### config.mk
export PLATFORM = sky130hd
export DESIGN_NAME = csrb_core
export DESIGN_NICKNAME = d
export VERILOG_FILES = /design/src/inc/csrb_pkg.sv /design/src/rtl/csrb_core.sv
export SDC_FILE = /design/constraint.sdc
export NUM_CORES = 1
export LEC_CHECK = 0
export BUFFER_PORTS_ARGS = -buffer_cell sky130_fd_sc_hd__buf_2
export CORE_MARGIN = 2
export CORE_UTILIZATION = 29
export CTS_BUF_LIST = sky130_fd_sc_hd__clkbuf_8
export DETAILED_ROUTE_END_ITERATION = 10
export GPL_TIMING_DRIVEN = 0
export SLEW_MARGIN = 20
export SYNTH_ARGS = -nofsm -noshare
export SYNTH_HDL_FRONTEND = slang
export SYNTH_SLANG_ARGS = --single-unit
### constraint.sdc
create_clock -name clk -period 7 [get_ports clk]
set_clock_uncertainty 0.15 [all_clocks]
set_input_delay 0.35 -clock clk [delete_from_list [all_inputs] [get_ports clk]]
set_output_delay 0.35 -clock clk [all_outputs]
set_load 0.01 [all_outputs]
### src/inc/csrb_pkg.sv
// Shared constants and carrier types for the CPU state and register banks
package csrb_pkg;

    // ------------------------------------------------------------
    // Status word layout and reset value
    // ------------------------------------------------------------
    localparam logic [7:0]  PSW_RESET  = 8'h02;
    localparam int          B_IE       = 7;
    localparam int          B_Z        = 6;
    localparam int          B_BANK_SELECT_HIGH     = 5;
    localparam int          B_AC       = 4;
    localparam int          B_BANK_SELECT_LOW     = 3;
    localparam int          B_ISP      = 1;
    localparam int          B_CY       = 0;

    // ------------------------------------------------------------
    // Data memory map
    // ------------------------------------------------------------
    localparam logic [15:0] GREG_BASE  = 16'hfee0;
    localparam logic [15:0] SFR_BASE   = 16'hff00;
    localparam logic [15:0] RAM_LO_DEF = 16'hfe00;
    localparam logic [15:0] RAM_HI     = 16'hfeff;

    // ------------------------------------------------------------
    // Bus offsets (byte addresses, low byte of haddr)
    // ------------------------------------------------------------
    localparam logic [7:0]  OFF_PSW    = 8'h00;
    localparam logic [7:0]  OFF_SP     = 8'h04;
    localparam logic [7:0]  OFF_STAT   = 8'h08;
    localparam logic [15:0] SP_RESET   = 16'h0000;

    // ------------------------------------------------------------
    // Carrier types from the execution datapath
    // ------------------------------------------------------------
    typedef enum logic [2:0] {
        FL_NONE, FL_ADD, FL_SUB, FL_ROTL, FL_ROTR, FL_BIT, FL_LOGIC
    } csrb_flop_e;

    typedef struct packed {
        csrb_flop_e  flagOp;   // Which flags the operation touches
        logic [7:0]  opA;      // First operand, or logic/rotate source
        logic [7:0]  opB;      // Second operand
        logic        useCarry; // Add/subtract with carry in
        logic        bitVal;   // New accumulator bit for bit operations
    } csrb_alu_s;

    typedef struct packed {
        logic        push;     // Write to stack this cycle
        logic        pop;      // Read from stack this cycle
        logic        word;     // Two bytes instead of one
        logic        load;     // Direct load of the pointer
        logic [15:0] loadVal;
    } csrb_stk_s;

    typedef struct packed {
        logic        req;      // Maskable vectored request pending
        logic        lowPri;   // That request is low priority
        logic        nmi;      // Non-maskable request pending
        logic        take;     // Sequencer enters the service routine
        logic        ieSet;    // Enable instruction
        logic        ieClr;    // Disable instruction
        logic        restore;  // Return or pop of the status word
        logic [7:0]  restoreVal;
        logic        bankWr;   // Bank select instruction
        logic [1:0]  bankVal;
    } csrb_int_s;

    typedef struct packed {
        logic        we;
        logic        wide;     // Register pair access
        logic [2:0]  idx;
        logic [15:0] wdata;
    } csrb_reg_s;

    typedef struct packed {
        logic        en;
        logic        we;
        logic        wide;
        logic [15:0] addr;
        logic [15:0] wdata;
    } csrb_mem_s;

endpackage : csrb_pkg

### src/rtl/csrb_core.sv
// CPU status word, stack pointer, banked general registers, SFR decode
//
// The implementer's own choices: the register offsets and register access over AHB-Lite.
`timescale 1ns/1ps

module csrb_core
    import csrb_pkg::*;
#(
    parameter logic [15:0] RAM_LO = RAM_LO_DEF // Variant stack floor
) (
    input  wire logic        clk,
    input  wire logic        rst_n,
    input  wire logic        hsel,
    input  wire logic [31:0] haddr,
    input  wire logic [1:0]  htrans,
    input  wire logic        hwrite,
    input  wire logic [2:0]  hsize,
    input  wire logic [31:0] hwdata,
    input  wire logic        hready,
    output logic             hreadyout,
    output logic             hresp,
    output logic [31:0]      hrdata,
    input  wire csrb_alu_s   aluIn,
    input  wire csrb_stk_s   stkIn,
    input  wire csrb_int_s   intIn,
    input  wire csrb_reg_s   regIn,
    input  wire csrb_mem_s   memIn,
    output logic [7:0]       pswOut,
    output logic [15:0]      spOut,
    output logic [15:0]      stkAddr,
    output logic             stkFault,
    output logic             intAccept,
    output logic [15:0]      regRdata,
    output logic [15:0]      memRdata,
    output logic             gregHit,
    output logic             sfrSel,
    output logic             sfrWidthErr
);

    // ------------------------------------------------------------
    // Reset release
    // ------------------------------------------------------------
    logic        rstMeta_q;  // First stage, read only by second
    logic        rstn;       // Synchronised reset used by every flop except the register banks

    // Release through two flops so no flop leaves reset on a split edge
    always_ff @(posedge clk or negedge rst_n) begin
        if (!rst_n) begin
            rstMeta_q <= 1'b0;
            rstn      <= 1'b0;
        end else begin
            rstMeta_q <= 1'b1;
            rstn      <= rstMeta_q;
        end
    end

    // ------------------------------------------------------------
    // Status word flags
    // ------------------------------------------------------------
    logic        ie_q, z_q, ac_q, isp_q, cy_q;
    logic [1:0]  rbs_q;      // Current register bank
    logic [8:0]  addSum;     // Add result with carry out
    logic [8:0]  subDiff;    // Subtract result with borrow out
    logic [4:0]  addNib;     // Low nibble sum, bit 4 is carry
    logic [4:0]  subNib;     // Low nibble difference, bit 4 is borrow
    logic        cin;
    logic        busWrPsw;   // Software write to the status word
    logic [7:0]  busWdat;

    assign cin     = aluIn.useCarry & cy_q;
    assign addSum  = {1'b0, aluIn.opA} + {1'b0, aluIn.opB} + {8'h00, cin};
    assign subDiff = {1'b0, aluIn.opA} - {1'b0, aluIn.opB} - {8'h00, cin};
    assign addNib  = {1'b0, aluIn.opA[3:0]} + {1'b0, aluIn.opB[3:0]}
                   + {4'h0, cin};
    assign subNib  = {1'b0, aluIn.opA[3:0]} - {1'b0, aluIn.opB[3:0]}
                   - {4'h0, cin};

    // fixed layout, bit 2 always reads zero
    assign pswOut = {ie_q, z_q, rbs_q[1], ac_q, rbs_q[0], 1'b0, isp_q, cy_q};

    // Arithmetic flags; restore beats bus, datapath beats both
    always_ff @(posedge clk or negedge rstn) begin
        if (!rstn) begin
            // reset value of the arithmetic flags
            z_q  <= PSW_RESET[B_Z];
            ac_q <= PSW_RESET[B_AC];
            cy_q <= PSW_RESET[B_CY];
        end else begin
            unique case (aluIn.flagOp)
                FL_ADD: begin
                    z_q  <= (addSum[7:0] == 8'h00);
                    ac_q <= addNib[4];
                    cy_q <= addSum[8];
                end
                FL_SUB: begin
                    z_q  <= (subDiff[7:0] == 8'h00);
                    ac_q <= subNib[4];
                    cy_q <= subDiff[8];
                end
                // shift-out into carry, Z and AC untouched
                FL_ROTL: cy_q <= aluIn.opA[7];
                FL_ROTR: cy_q <= aluIn.opA[0];
                FL_BIT:  cy_q <= aluIn.bitVal;
                FL_LOGIC: z_q <= (aluIn.opA == 8'h00);
                FL_NONE: begin
                    // restore of a saved status word
                    if (intIn.restore) begin
                        z_q  <= intIn.restoreVal[B_Z];
                        ac_q <= intIn.restoreVal[B_AC];
                        cy_q <= intIn.restoreVal[B_CY];
                    end else if (busWrPsw) begin
                        z_q  <= busWdat[B_Z];
                        ac_q <= busWdat[B_AC];
                        cy_q <= busWdat[B_CY];
                    end
                end
                default: ;
            endcase
        end
    end

    // Bank select
    always_ff @(posedge clk or negedge rstn) begin
        if (!rstn) begin
            rbs_q <= {PSW_RESET[B_BANK_SELECT_HIGH], PSW_RESET[B_BANK_SELECT_LOW]};
        // bank select instruction loads the field
        end else if (intIn.bankWr) begin
            rbs_q <= intIn.bankVal;
        end else if (intIn.restore) begin
            rbs_q <= {intIn.restoreVal[B_BANK_SELECT_HIGH], intIn.restoreVal[B_BANK_SELECT_LOW]};
        end else if (busWrPsw) begin
            rbs_q <= {busWdat[B_BANK_SELECT_HIGH], busWdat[B_BANK_SELECT_LOW]};
        end
    end

    // ------------------------------------------------------------
    // Interrupt acceptance and control flags
    // ------------------------------------------------------------
    // disabled state lets only the non-maskable through
    // low priority needs the in-service flag set
    assign intAccept = intIn.nmi
                     | (ie_q & intIn.req & (~intIn.lowPri | isp_q));

    // Taking a request clears the enable so the handler starts masked
    always_ff @(posedge clk or negedge rstn) begin
        if (!rstn) begin
            ie_q  <= PSW_RESET[B_IE];
            isp_q <= PSW_RESET[B_ISP];
        end else if (intIn.take) begin
            // old word goes out on pswOut for the push
            ie_q  <= 1'b0;
            isp_q <= intIn.lowPri;
        end else if (intIn.restore) begin
            ie_q  <= intIn.restoreVal[B_IE];
            isp_q <= intIn.restoreVal[B_ISP];
        end else if (intIn.ieSet | intIn.ieClr) begin
            ie_q  <= intIn.ieSet;
        end else if (busWrPsw) begin
            ie_q  <= busWdat[B_IE];
            isp_q <= busWdat[B_ISP];
        end
    end

    // ------------------------------------------------------------
    // Stack pointer
    // ------------------------------------------------------------
    logic [15:0] sp_q;
    logic        spLoaded_q; // Cleared by reset, set by first load
    logic        faultSticky_q;
    logic        busWrSp, busClrFault;
    logic [15:0] stkStep;

    assign spOut   = sp_q;
    assign stkStep = stkIn.word ? 16'h0002 : 16'h0001;
    // push writes below the old pointer, pop reads at it
    assign stkAddr = stkIn.push ? sp_q - stkStep : sp_q;
    // any stack byte outside fast RAM is a fault
    // use before the first load is a fault too
    assign stkFault = (stkIn.push | stkIn.pop)
                    & (~spLoaded_q | (stkAddr < RAM_LO)
                       | (stkAddr + stkStep - 16'h0001 > RAM_HI));

    // Contents are not meaningful after reset, only the loaded mark is
    always_ff @(posedge clk or negedge rstn) begin
        if (!rstn) begin
            sp_q       <= SP_RESET;
            spLoaded_q <= 1'b0;
        end else if (stkIn.load | busWrSp) begin
            sp_q       <= stkIn.load ? stkIn.loadVal : busWdat16();
            spLoaded_q <= 1'b1;
        end else if (stkIn.push) begin
            sp_q <= sp_q - stkStep;
        end else if (stkIn.pop) begin
            sp_q <= sp_q + stkStep;
        end
    end

    // Fault mark, a new fault wins over a software clear
    always_ff @(posedge clk or negedge rstn) begin
        if (!rstn) begin
            faultSticky_q <= 1'b0;
        end else if (stkFault) begin
            faultSticky_q <= 1'b1;
        end else if (busClrFault) begin
            faultSticky_q <= 1'b0;
        end
    end

    // ------------------------------------------------------------
    // General register banks and data memory decode
    // ------------------------------------------------------------
    logic [7:0]  gr_q [32];  // Bank-major: bank*8 + register
    logic [4:0]  regLo;      // Byte slot addressed by the datapath
    logic [4:0]  memLo;      // Byte slot addressed through memory

    // a pair starts at the even register of the bank
    assign regLo   = {rbs_q, regIn.idx[2:1], regIn.wide ? 1'b0 : regIn.idx[0]};
    assign gregHit = memIn.en & (memIn.addr[15:5] == GREG_BASE[15:5]);
    assign memLo   = memIn.addr[4:0];
    // top page is the SFR space
    // SFRs share the memory port with the registers
    assign sfrSel  = memIn.en & (memIn.addr[15:8] == SFR_BASE[15:8]);
    // word access only where a register allows it
    // the device relies on even word addresses and flags odd
    assign sfrWidthErr = sfrSel & memIn.wide
                       & (memIn.addr[0] | ~sfrWordOk(memIn.addr[7:0]));

    // Word-capable SFR pairs; all others take bytes and bits
    function automatic logic sfrWordOk(input logic [7:0] lo);
        sfrWordOk = (lo == 8'he0) | (lo == 8'he4) | (lo == 8'he8);
    endfunction : sfrWordOk

    function automatic logic [15:0] busWdat16();
        busWdat16 = hwdata[15:0];
    endfunction : busWdat16

    // Datapath writes win over a same-cycle memory write
    always_ff @(posedge clk) begin
        if (regIn.we) begin
            gr_q[regLo] <= regIn.wdata[7:0];
            if (regIn.wide) begin
                gr_q[regLo + 5'd1] <= regIn.wdata[15:8];
            end
        end else if (gregHit & memIn.we & ~(memIn.wide & memLo[0])) begin
            gr_q[memLo] <= memIn.wdata[7:0];
            if (memIn.wide) begin
                gr_q[memLo + 5'd1] <= memIn.wdata[15:8];
            end
        end
    end

    // Registered read ports, one cycle after the request
    always_ff @(posedge clk or negedge rstn) begin
        if (!rstn) begin
            regRdata <= 16'h0000;
            memRdata <= 16'h0000;
        end else begin
            regRdata <= {regIn.wide ? gr_q[regLo + 5'd1] : 8'h00,
                         gr_q[regLo]};
            memRdata <= gregHit
                      ? {memIn.wide ? gr_q[memLo + 5'd1] : 8'h00, gr_q[memLo]}
                      : 16'h0000;
        end
    end

    // ------------------------------------------------------------
    // Bus slave, zero wait states
    // ------------------------------------------------------------
    logic        dWr_q;      // Data phase of a write pending
    logic [7:0]  dOff_q;

    assign hreadyout   = 1'b1;
    assign hresp       = 1'b0;
    assign busWdat     = hwdata[7:0];
    assign busWrPsw    = dWr_q & (dOff_q == OFF_PSW);
    assign busWrSp     = dWr_q & (dOff_q == OFF_SP);
    assign busClrFault = dWr_q & (dOff_q == OFF_STAT) & hwdata[1];

    // Address phase capture; read data is prepared at this edge
    always_ff @(posedge clk or negedge rstn) begin
        if (!rstn) begin
            dWr_q  <= 1'b0;
            dOff_q <= 8'h00;
            hrdata <= 32'h0000_0000;
        end else begin
            dWr_q  <= hsel & hready & htrans[1] & hwrite;
            dOff_q <= haddr[7:0];
            if (hsel & hready & htrans[1] & ~hwrite) begin
                unique case (haddr[7:0])
                    OFF_PSW:  hrdata <= {24'h000000, pswOut};
                    OFF_SP:   hrdata <= {16'h0000, sp_q};
                    OFF_STAT: hrdata <= {30'h0, faultSticky_q, spLoaded_q};
                    default:  hrdata <= 32'h0000_0000;
                endcase
            end
        end
    end

    // ------------------------------------------------------------
    // Assertions
    // ------------------------------------------------------------
    logic [1:0]  bankValW;
    logic [7:0]  opAW;
    assign bankValW = intIn.bankVal;
    assign opAW     = aluIn.opA;

    property p_zero;
        @(posedge clk) disable iff (!rstn)
        (aluIn.flagOp == FL_ADD) |=> (z_q == ($past(addSum[7:0]) == 8'h00));
    endproperty
    a_zero: assert property (p_zero) else $error("zero flag wrong");

    property p_bank;
        @(posedge clk) disable iff (!rstn)
        intIn.bankWr |=> (rbs_q == $past(bankValW)) && (pswOut[5] == rbs_q[1]);
    endproperty
    a_bank: assert property (p_bank) else $error("bank not loaded");

    property p_aux;
        @(posedge clk) disable iff (!rstn)
        (aluIn.flagOp == FL_SUB) |=> (ac_q == $past(subNib[4]));
    endproperty
    a_aux: assert property (p_aux) else $error("aux carry wrong");

    property p_lowpri;
        @(posedge clk) disable iff (!rstn)
        (intIn.lowPri && !isp_q && !intIn.nmi) |-> !intAccept;
    endproperty
    a_lowpri: assert property (p_lowpri) else $error("low pri accepted");

    property p_rot;
        @(posedge clk) disable iff (!rstn)
        (aluIn.flagOp == FL_ROTL) |=> (cy_q == $past(opAW[7])) && $stable(z_q);
    endproperty
    a_rot: assert property (p_rot) else $error("rotate carry wrong");

    property p_push;
        @(posedge clk) disable iff (!rstn)
        (stkIn.push && !stkIn.word && !stkIn.load && !busWrSp)
            |-> (stkAddr == sp_q - 16'h0001) ##1 (sp_q == $past(stkAddr));
    endproperty
    a_push: assert property (p_push) else $error("push pointer wrong");

    property p_gie;
        @(posedge clk) disable iff (!rstn)
        (!ie_q && !intIn.nmi) |-> !intAccept;
    endproperty
    a_gie: assert property (p_gie) else $error("accepted while off");

    property p_take;
        @(posedge clk) disable iff (!rstn)
        intIn.take |=> !ie_q ##1 (!ie_q || $past(intIn.ieSet) ||
                                  $past(intIn.restore) || $past(busWrPsw));
    endproperty
    a_take: assert property (p_take) else $error("enable not cleared");

    property p_reset;
        @(posedge clk) $rose(rstn) |-> (pswOut == PSW_RESET);
    endproperty
    a_reset: assert property (p_reset) else $error("status reset wrong");

endmodule : csrb_core

==> results of run 1 <==
where the power goes:
group	switching, uW	leakage, uW	total, uW	internal (uW)
logic	918	0.00742	1550	630
registers	65.3	0.00338	2300	2240
clock network	938	0.000661	1900	965
total	1920	0.0115	5750	3830
cell usage in the layout (no fill, tap or decap), drive strengths merged, types with 24 or more instances in the layout:
cell type / n
mux4: 272
ha: 47
mux2i: 253
o22ai: 24
dlygate4sd3: 56
inv: 219
nor3: 33
dfrtp: 83
a21oi: 48
buf: 302
o221ai: 34
nand2: 85
edfxtp: 256
clkbuf: 178
o21ai: 57
nand3: 24
nor2: 92
stage by stage:
step                hold slack [ns]  cell area, um^2  power (uW)  worst slack (ns)  cells
detailed placement         -0.00592            27600        3810             0.673   3360
CTS                         0.00387            29400        5750              1.29   3526
finish                       0.0370            29400        5750              1.19   3527
global route                 0.0531            29400        5960              1.00   3527
floorplan                   -0.0956            24900        3260              2.50   1983
global placement            -0.0134            27500        3800             0.564   3356
state kept, by name (all words and copies together) (netlist names), 2 cells and up:
register / flops
rbs_q: 2
memRdata: 16
gr_q: 256
spOut: 16
hrdata: 16
dOff_q: 8
regRdata: 16
logic make-up (layout without fill, tap and decap cells):
family,count (synthesis),after routing,share of synthesized area (%)
other,2,20,0.0302
multiplexers,535,535,35.3
XOR/XNOR,36,36,1.33
buffers and inverters,383,783,6.34
AND/OR/NAND/NOR,337,337,6.97
adder cells (fa/ha/maj),54,54,2.93
AO/OA/AOI/OAI,278,278,7.74
flip-flops,340,340,39.4
worst max path at each step:
stage / startpoint / slack, ns / end
6_report: spOut[0]$_DFFE_PN0P_ / 1.19 / stkFault
5_1_grt: spOut[0]$_DFFE_PN0P_ / 1.00 / stkFault
4_1_cts: spOut[5]$_DFFE_PN0P_ / 1.29 / stkFault
3_5_place_dp: memIn[16] / 0.67 / memRdata[8]$_DFF_PN0_
3_3_place_gp: memIn[16] / 0.56 / memRdata[8]$_DFF_PN0_
2_1_floorplan: spOut[4]$_DFFE_PN0P_ / 2.50 / stkFault
layer usage:
layer,share of wire [%],GRT usage [%]
met1,37,29.4
met2,43,34.9
met3,14,8.96
met4,5.5,11.1
met5,0.028,0
area by class of cell:
type                    instances  area, um^2
clock inverters                46         305
plain buffers                 182         830
inverters                     201         754
well taps                    1144        1430
flip-flops and latches        340        9790
repair buffers                290        1780
multi-input cells            1260       13600
fillers                      8441       55600
clock buffers                  64         881
cells in the mapped netlist (all sizes together) (14+ instances only):
cell type	n	area share, %
xnor2	22	0.78
xor2	14	0.55
o21ai	57	1.1
mux4	272	25
nor2	92	1.5
clkbuf	114	1.7
a211oi	14	0.42
dfrtp	83	8.4
nor2b	15	0.38
nand3	24	0.48
ha	47	2.4
o221ai	34	1.2
nand2	85	1.3
inv	201	3.0
edfxtp	256	31
buf	68	1.6
a21oi	48	0.98
mux2i	253	10
o22ai	24	0.60
nor3	33	0.66
worst max-delay path: stages (launching register included):
cell and delay, ns:
dfrtp_1 0.46, inv_1 0.13, ha_1 0.18, inv_1 0.06, fa_1 0.37, nand2b_1 0.27
or3_1 0.45, nor2_1 0.19, xnor2_1 0.22, inv_1 0.13, ha_1 0.32, clkbuf_1 0.39
o21ai_0 0.25, o21ai_0 0.24, o221ai_1 0.15, xor2_1 0.18, o2111ai_1 0.23, o22ai_1 0.26
buf_2 0.19
==> metrics.md, run 1 <==
| Metric | Value |
|---|---|
| Die extent in y | `297 um` |
| Mapped Cells | `1965` |
| Starting Density | `29.2%` |
| Syn Area/Cell | `roughly 13 um^2` |
| Number of library cell types mapped by synthesis | `84` |
| Clk pin slew, worst setup/hold paths | `0.06 ns` |
| HPWL after DPL | `81.5 mm` |
| Vias in the first global route | `19600` |
| Final core occ | `34.6%` |
| CP startpoint kind | `register` |
| WHS Endpoint | `gr_q[5][5]$_DFFE_PP_` |
| Worst hold stages | `3` |
| R2R Path Start | `spOut[0]$_DFFE_PN0P_` |
| Gp weighted congestion | `0.998` |
| Setup bufs post-CTS | `0` |
| Largest net degree at the start of global routing | `48` |
| Req. time, crit path | `6.50 ns` |
| Nets | `between 2000 and 3000` |
| Yosys warnings | `0` |
| Gates resized, CTS repair | `0` |
| DRT Pass-1 Iters | `6` |
| Initial antenna violation count | `2` |
| Ys flop type | `edfxtp_1` |
| Routed WL per cell | `29.8 um` |
| Ant. Diodes | `0` |
| Overall routing resource usage | `23.3%` |
| DRT Wirelength | `around 110 mm` |
| IO Pins | `300` |
| TritonCTS clock tree | `done` |
| Max_cap viols | `0` |
| Async set-reset flop share out of synthesis | `24.7%` |
| Via/cell ratio | `5.71` |
| CTS max path bufs | `3` |
| Final hold viol count | `0` |
| Number of synthesized flops with an enable pin | `~260` |
| # clock sinks | `340` |
| #FFs+latches synth | `340` |
| Crit Reg-Reg Endpoint | `faultSticky_q$_DFFE_PN0P_` |
| H-tree depth | `2` |
| Share of cells above drive strength 1 | `around 30%` |
| Netlist Area Pre-Place | `approximately 25000 um^2` |
| Worst Setup End Kind | `output pin` |
| LEAKAGE | `0.0115 uW` |
| Max Slew Vio Count | `0` |
| Max Freq | `172 MHz` |
| Std-Cell Core Area | `85000 um^2` |
| Final global-route overflow total | `0` |
| Worst ir drop on vdd | `0.142 mV` |
| Worst Reg-to-Reg Cells | `17` |
| Post-route ant nets | `0` |
| Via count | `about 20000` |
| CP arrival | `5.31 ns` |
| Die ar. | `88100 um^2` |
| HP Start | `regIn[5]` |
| Internal reg-to-reg setup slack | `2.41 ns` |
| Final setup viols | `0` |
| Outcome | `finished, final reports clean` |
| Clk_lat worst skew | `0.71 ns` |
| Setup CP Type | `reg2out` |
| Period Utilization, post-route | `82.9%` |
| Seq/Total Area, Yosys | `39.4%` |
| Relative slew slack | `18.7%` |
| Post-Route Setup TNS | `0 ns` |
| First-pass GRT wire length | `around 150 mm` |
| CP max FO | `10` |
| Die W | `297 um` |
| P&R area growth vs syn | `18.2%` |
| Tightest Hold Check Type | `in2reg` |
| Post-route minimum period | `5.81 ns` |
| Worst-Margin Slew | `roughly 1.2 ns` |
| Iter 0 DRT Violations | `2690` |
| Hold Buf Count CTS | `56` |
| Buffers on Ports | `229` |
| DRC Markers | `0` |
| PwrDens | `196 nW/um^2` |
| Num CTS Buffers | `a little over 60` |
| RSZ-0062 raised after global routing | `false` |
| Rows | `107` |
| Clk Tree Root Cell | `clkbuf_8` |
(Power assumes the default switching activity.)
==> inputs of run 2 (changes only) <==
- clock period: 7 -> 5.2 ns (I/O delays scaled with it)
==> run 2 against run 1 <==
  * Largest cell class unchanged
  * Combinational power rose by 39%
  * Via count rose by 0.60%
  * Sequential power rose by 35%
  * Routed wire length rose by 0.56%
  * Design area rose by 1.7%
  * Count of clock-buffer cells in the layout did not move
  * Worst hold slack barely moved
  * Non-clock buffer count rose by 27
  * Utilization rose by 0.57 points
  * Critical endpoint unchanged
  * Clock power rose by 34%
==> metrics.md, run 2 (synthesis results as in run 1) <==
| Metric | Value |
|---|---|
| Die W | `297 um (unchanged)` |
| PnR worst setup slack | `0.0260 ns (-1.17 ns)` |
| WHS Endpoint | `gr_q[5][7]$_DFFE_PP_` |
| Worst Reg-to-Reg Cells | `15 (-2)` |
| Outcome | `finished, final reports clean` |
| Post-route minimum period | `about 5.2 ns` |
| Most frequent CP cell | `buf_6` |
| Worst ir drop on vdd | `0.189 mV (+33%)` |
| Via/cell ratio | `5.69 (-0.22%)` |
| P&R area growth vs syn | `20.2%` |
| Worst-Margin Slew | `1.24 ns (+0.0255 ns)` |
| Initial antenna violation count | `1 (-1)` |
| Req. time, crit path | `4.79 ns (-1.71 ns)` |
| Internal reg-to-reg setup slack | `0.94 ns (-1.47 ns)` |
| Die extent in y | `297 um (unchanged)` |
| Period Utilization, post-route | `99.5%` |
| HP Start | `memIn[7]` |
| Slowest stage delay, CP | `0.54 ns (+0.08 ns)` |
| CP startpoint kind | `register` |
| Rows | `107 (unchanged)` |
| Setup WS pre-CTS | `-1.04 ns (-1.71 ns)` |
| TritonCTS clock tree | `done` |
| Commonest non-fill, non-tap cells in the layout | `mux4_2, buf_2, edfxtp_1, mux2i_1, inv_1` |
| Buf+Inv Stages, Crit Path | `4 (-1)` |
| Worst Setup End Kind | `output pin` |
| Relative slew slack | `17.0% (-1.7 points)` |
| Num CTS Buffers | `61 (unchanged)` |
| DRC Markers | `0 (unchanged)` |
| DRT Wirelength | `106 mm (+0.56%)` |
| Clk_lat worst skew | `0.70 ns (about the same)` |
| HPWL after DPL | `81.5 mm (unchanged)` |
| Top reg by flops | `gr_q` |
| Worst path depth | `15 (-3)` |
| First-pass GRT wire length | `147 mm (+0.69%)` |
| Gp weighted congestion | `0.998 (unchanged)` |
| Max Freq | `193 MHz` |
| Starting Density | `29.2% (unchanged)` |
| Crit path max-delay cell type | `or4_4` |
| CTS max path bufs | `3 (unchanged)` |
| Final global-route overflow total | `0 (unchanged)` |
| Smallest hold slack | `0.0366 ns (-0.000460 ns)` |
| Max reg flops | `256 (unchanged)` |
| LEAKAGE | `0.0116 uW (+1.6%)` |
| PnR Total Power | `7810 uW (+36%)` |
| Nets | `2606 (+1.0%)` |
| R2R Path Start | `spOut[5]$_DFFE_PN0P_` |
| Vias in the first global route | `19800 (+1.2%)` |
| Final setup viols | `0 (unchanged)` |
| RSZ-0062 raised after global routing | `true` |
| Die ar. | `88100 um^2 (unchanged)` |
| Largest net degree at the start of global routing | `48 (unchanged)` |
| Worst hold stages | `3 (unchanged)` |
| Most common cell after layout, fill and taps aside | `mux4_2` |
| Std-Cell Core Area | `85000 um^2 (unchanged)` |
| Via count | `20200 (+0.60%)` |
| Overall routing resource usage | `23.4% (+0.14 points)` |
| Crit Reg-Reg Endpoint | `faultSticky_q$_DFFE_PN0P_` |
| H-tree depth | `2 (unchanged)` |
| DRT Pass-1 Iters | `6 (unchanged)` |
| PwrDens | `261 nW/um^2 (+34%)` |
| Final hold viol count | `0 (unchanged)` |
| Max_cap viols | `0 (unchanged)` |
| Max Slew Vio Count | `0 (unchanged)` |
| Iter 0 DRT Violations | `2695 (+0.19%)` |
| Clk pin slew, worst setup/hold paths | `0.06 ns (about the same)` |
| Fillers | `8384 (-0.68%)` |
| Clk Tree Root Cell | `clkbuf_8` |
| Setup CP Type | `reg2out` |
| CP cell instances | `buf_6, or4_4, or4b_4, buf_6, or3_4, xnor2_2, buf_4, ha_4, nand4b_1, or2_2, o211ai_1, a311oi_1, a2111o_1, o22ai_2, buf_2` |
| Crit-path leading delay family | `simple AND/OR/NAND/NOR gates` |
| CP arrival | `4.76 ns (-0.55 ns)` |
| Routed WL per cell | `29.7 um (-0.26%)` |
| Post-route ant nets | `0 (unchanged)` |
| Share of cells above drive strength 1 | `30.9% (+1.4 points)` |
| Buffers on Ports | `229 (unchanged)` |
| # clock sinks | `340 (unchanged)` |
| IO Pins | `300 (unchanged)` |
| CP max FO | `7 (-3)` |
| Tightest Hold Check Type | `in2reg` |
[run 2: cell count changes in the layout (fill, tap and decap cells not counted), moves of 3 or more]
cell	change
a211oi_1	-3
clkbuf_1	-4
xnor2_1	-3
buf_1	-3
ha_1	-4
buf_4	+9
a21oi_2	+3
a211oi_2	+3
a21oi_1	-3
ha_4	+3
dlygate4sd3_1	+22
[run 2: how the worst max path moves through the flow]
stage,startpoint,end,slack (ns)
floorplan,spOut[4]$_DFFE_PN0P_,stkFault,0.79
global placement,memIn[16],memRdata[8]$_DFF_PN0_,-1.15
detailed placement,memIn[16],memRdata[8]$_DFF_PN0_,-1.04
CTS,spOut[5]$_DFFE_PN0P_,stkFault,-0.06
global route,spOut[5]$_DFFE_PN0P_,stkFault,-0.13
finish,spOut[5]$_DFFE_PN0P_,stkFault,0.03
[run 2: worst min-delay path, stage by stage]
cell and delay (ns):
buf_2 0.07, mux2i_1 0.19, mux2i_1 0.21
[run 2: layout make-up]
cell class                      instances  area [um^2]  area share [%]
Multi-Input combinational cell       1260        13800            46.1
Sequential cell                       340         9800            32.8
Timing Repair Buffer                  320         2060            6.89
Tap cell                             1144         1430            4.79
Clock buffer                           64          881            2.95
Buffer                                179          857            2.87
Inverter                              201          754            2.53
Clock inverter                         46          305            1.02
Antenna cell                            2         5.00          0.0168
[run 2: timing repair]
item / 4_1_cts / 5_1_grt
hold buffers: 78 / 0
setup buffers: 3 / 6
hold endpoints to repair: 55 / 0
endpoints found under the setup margin: 47 / 33
resized for setup: 23 / 27
pin swaps: 3 / 6
[run 2: report_power, final]
| group | internal (uW) | switching, uW | leakage [uW] |
|---|---|---|---|
| sequential | 3010 | 88.5 | 0.00338 |
| combinational | 897 | 1260 | 0.00761 |
| clock | 1300 | 1250 | 0.000661 |
[run 2: metrics by stage]
stage	utilization (%)	TNS, ns	instances	instance area (um^2)
CTS	35.0	-0.0641	3549	29700
detailed placement	32.5	-135.98	3360	27600
finish	35.1	0	3556	29900
global placement	32.4	-148.12	3356	27500
global route	35.1	-0.128	3554	29900
floorplan	-	0	1983	24900
[run 2: routing by layer]
metal / GRT usage [%] / vias up / routed length [um]
met5: 0 / - / 12
met4: 11.4 / 2 / 5860
met3: 9.00 / 251 / 14800
met2: 35.0 / 1476 / 45700
met1: 29.6 / 10100 / 39300
li1: - / 8422 / -
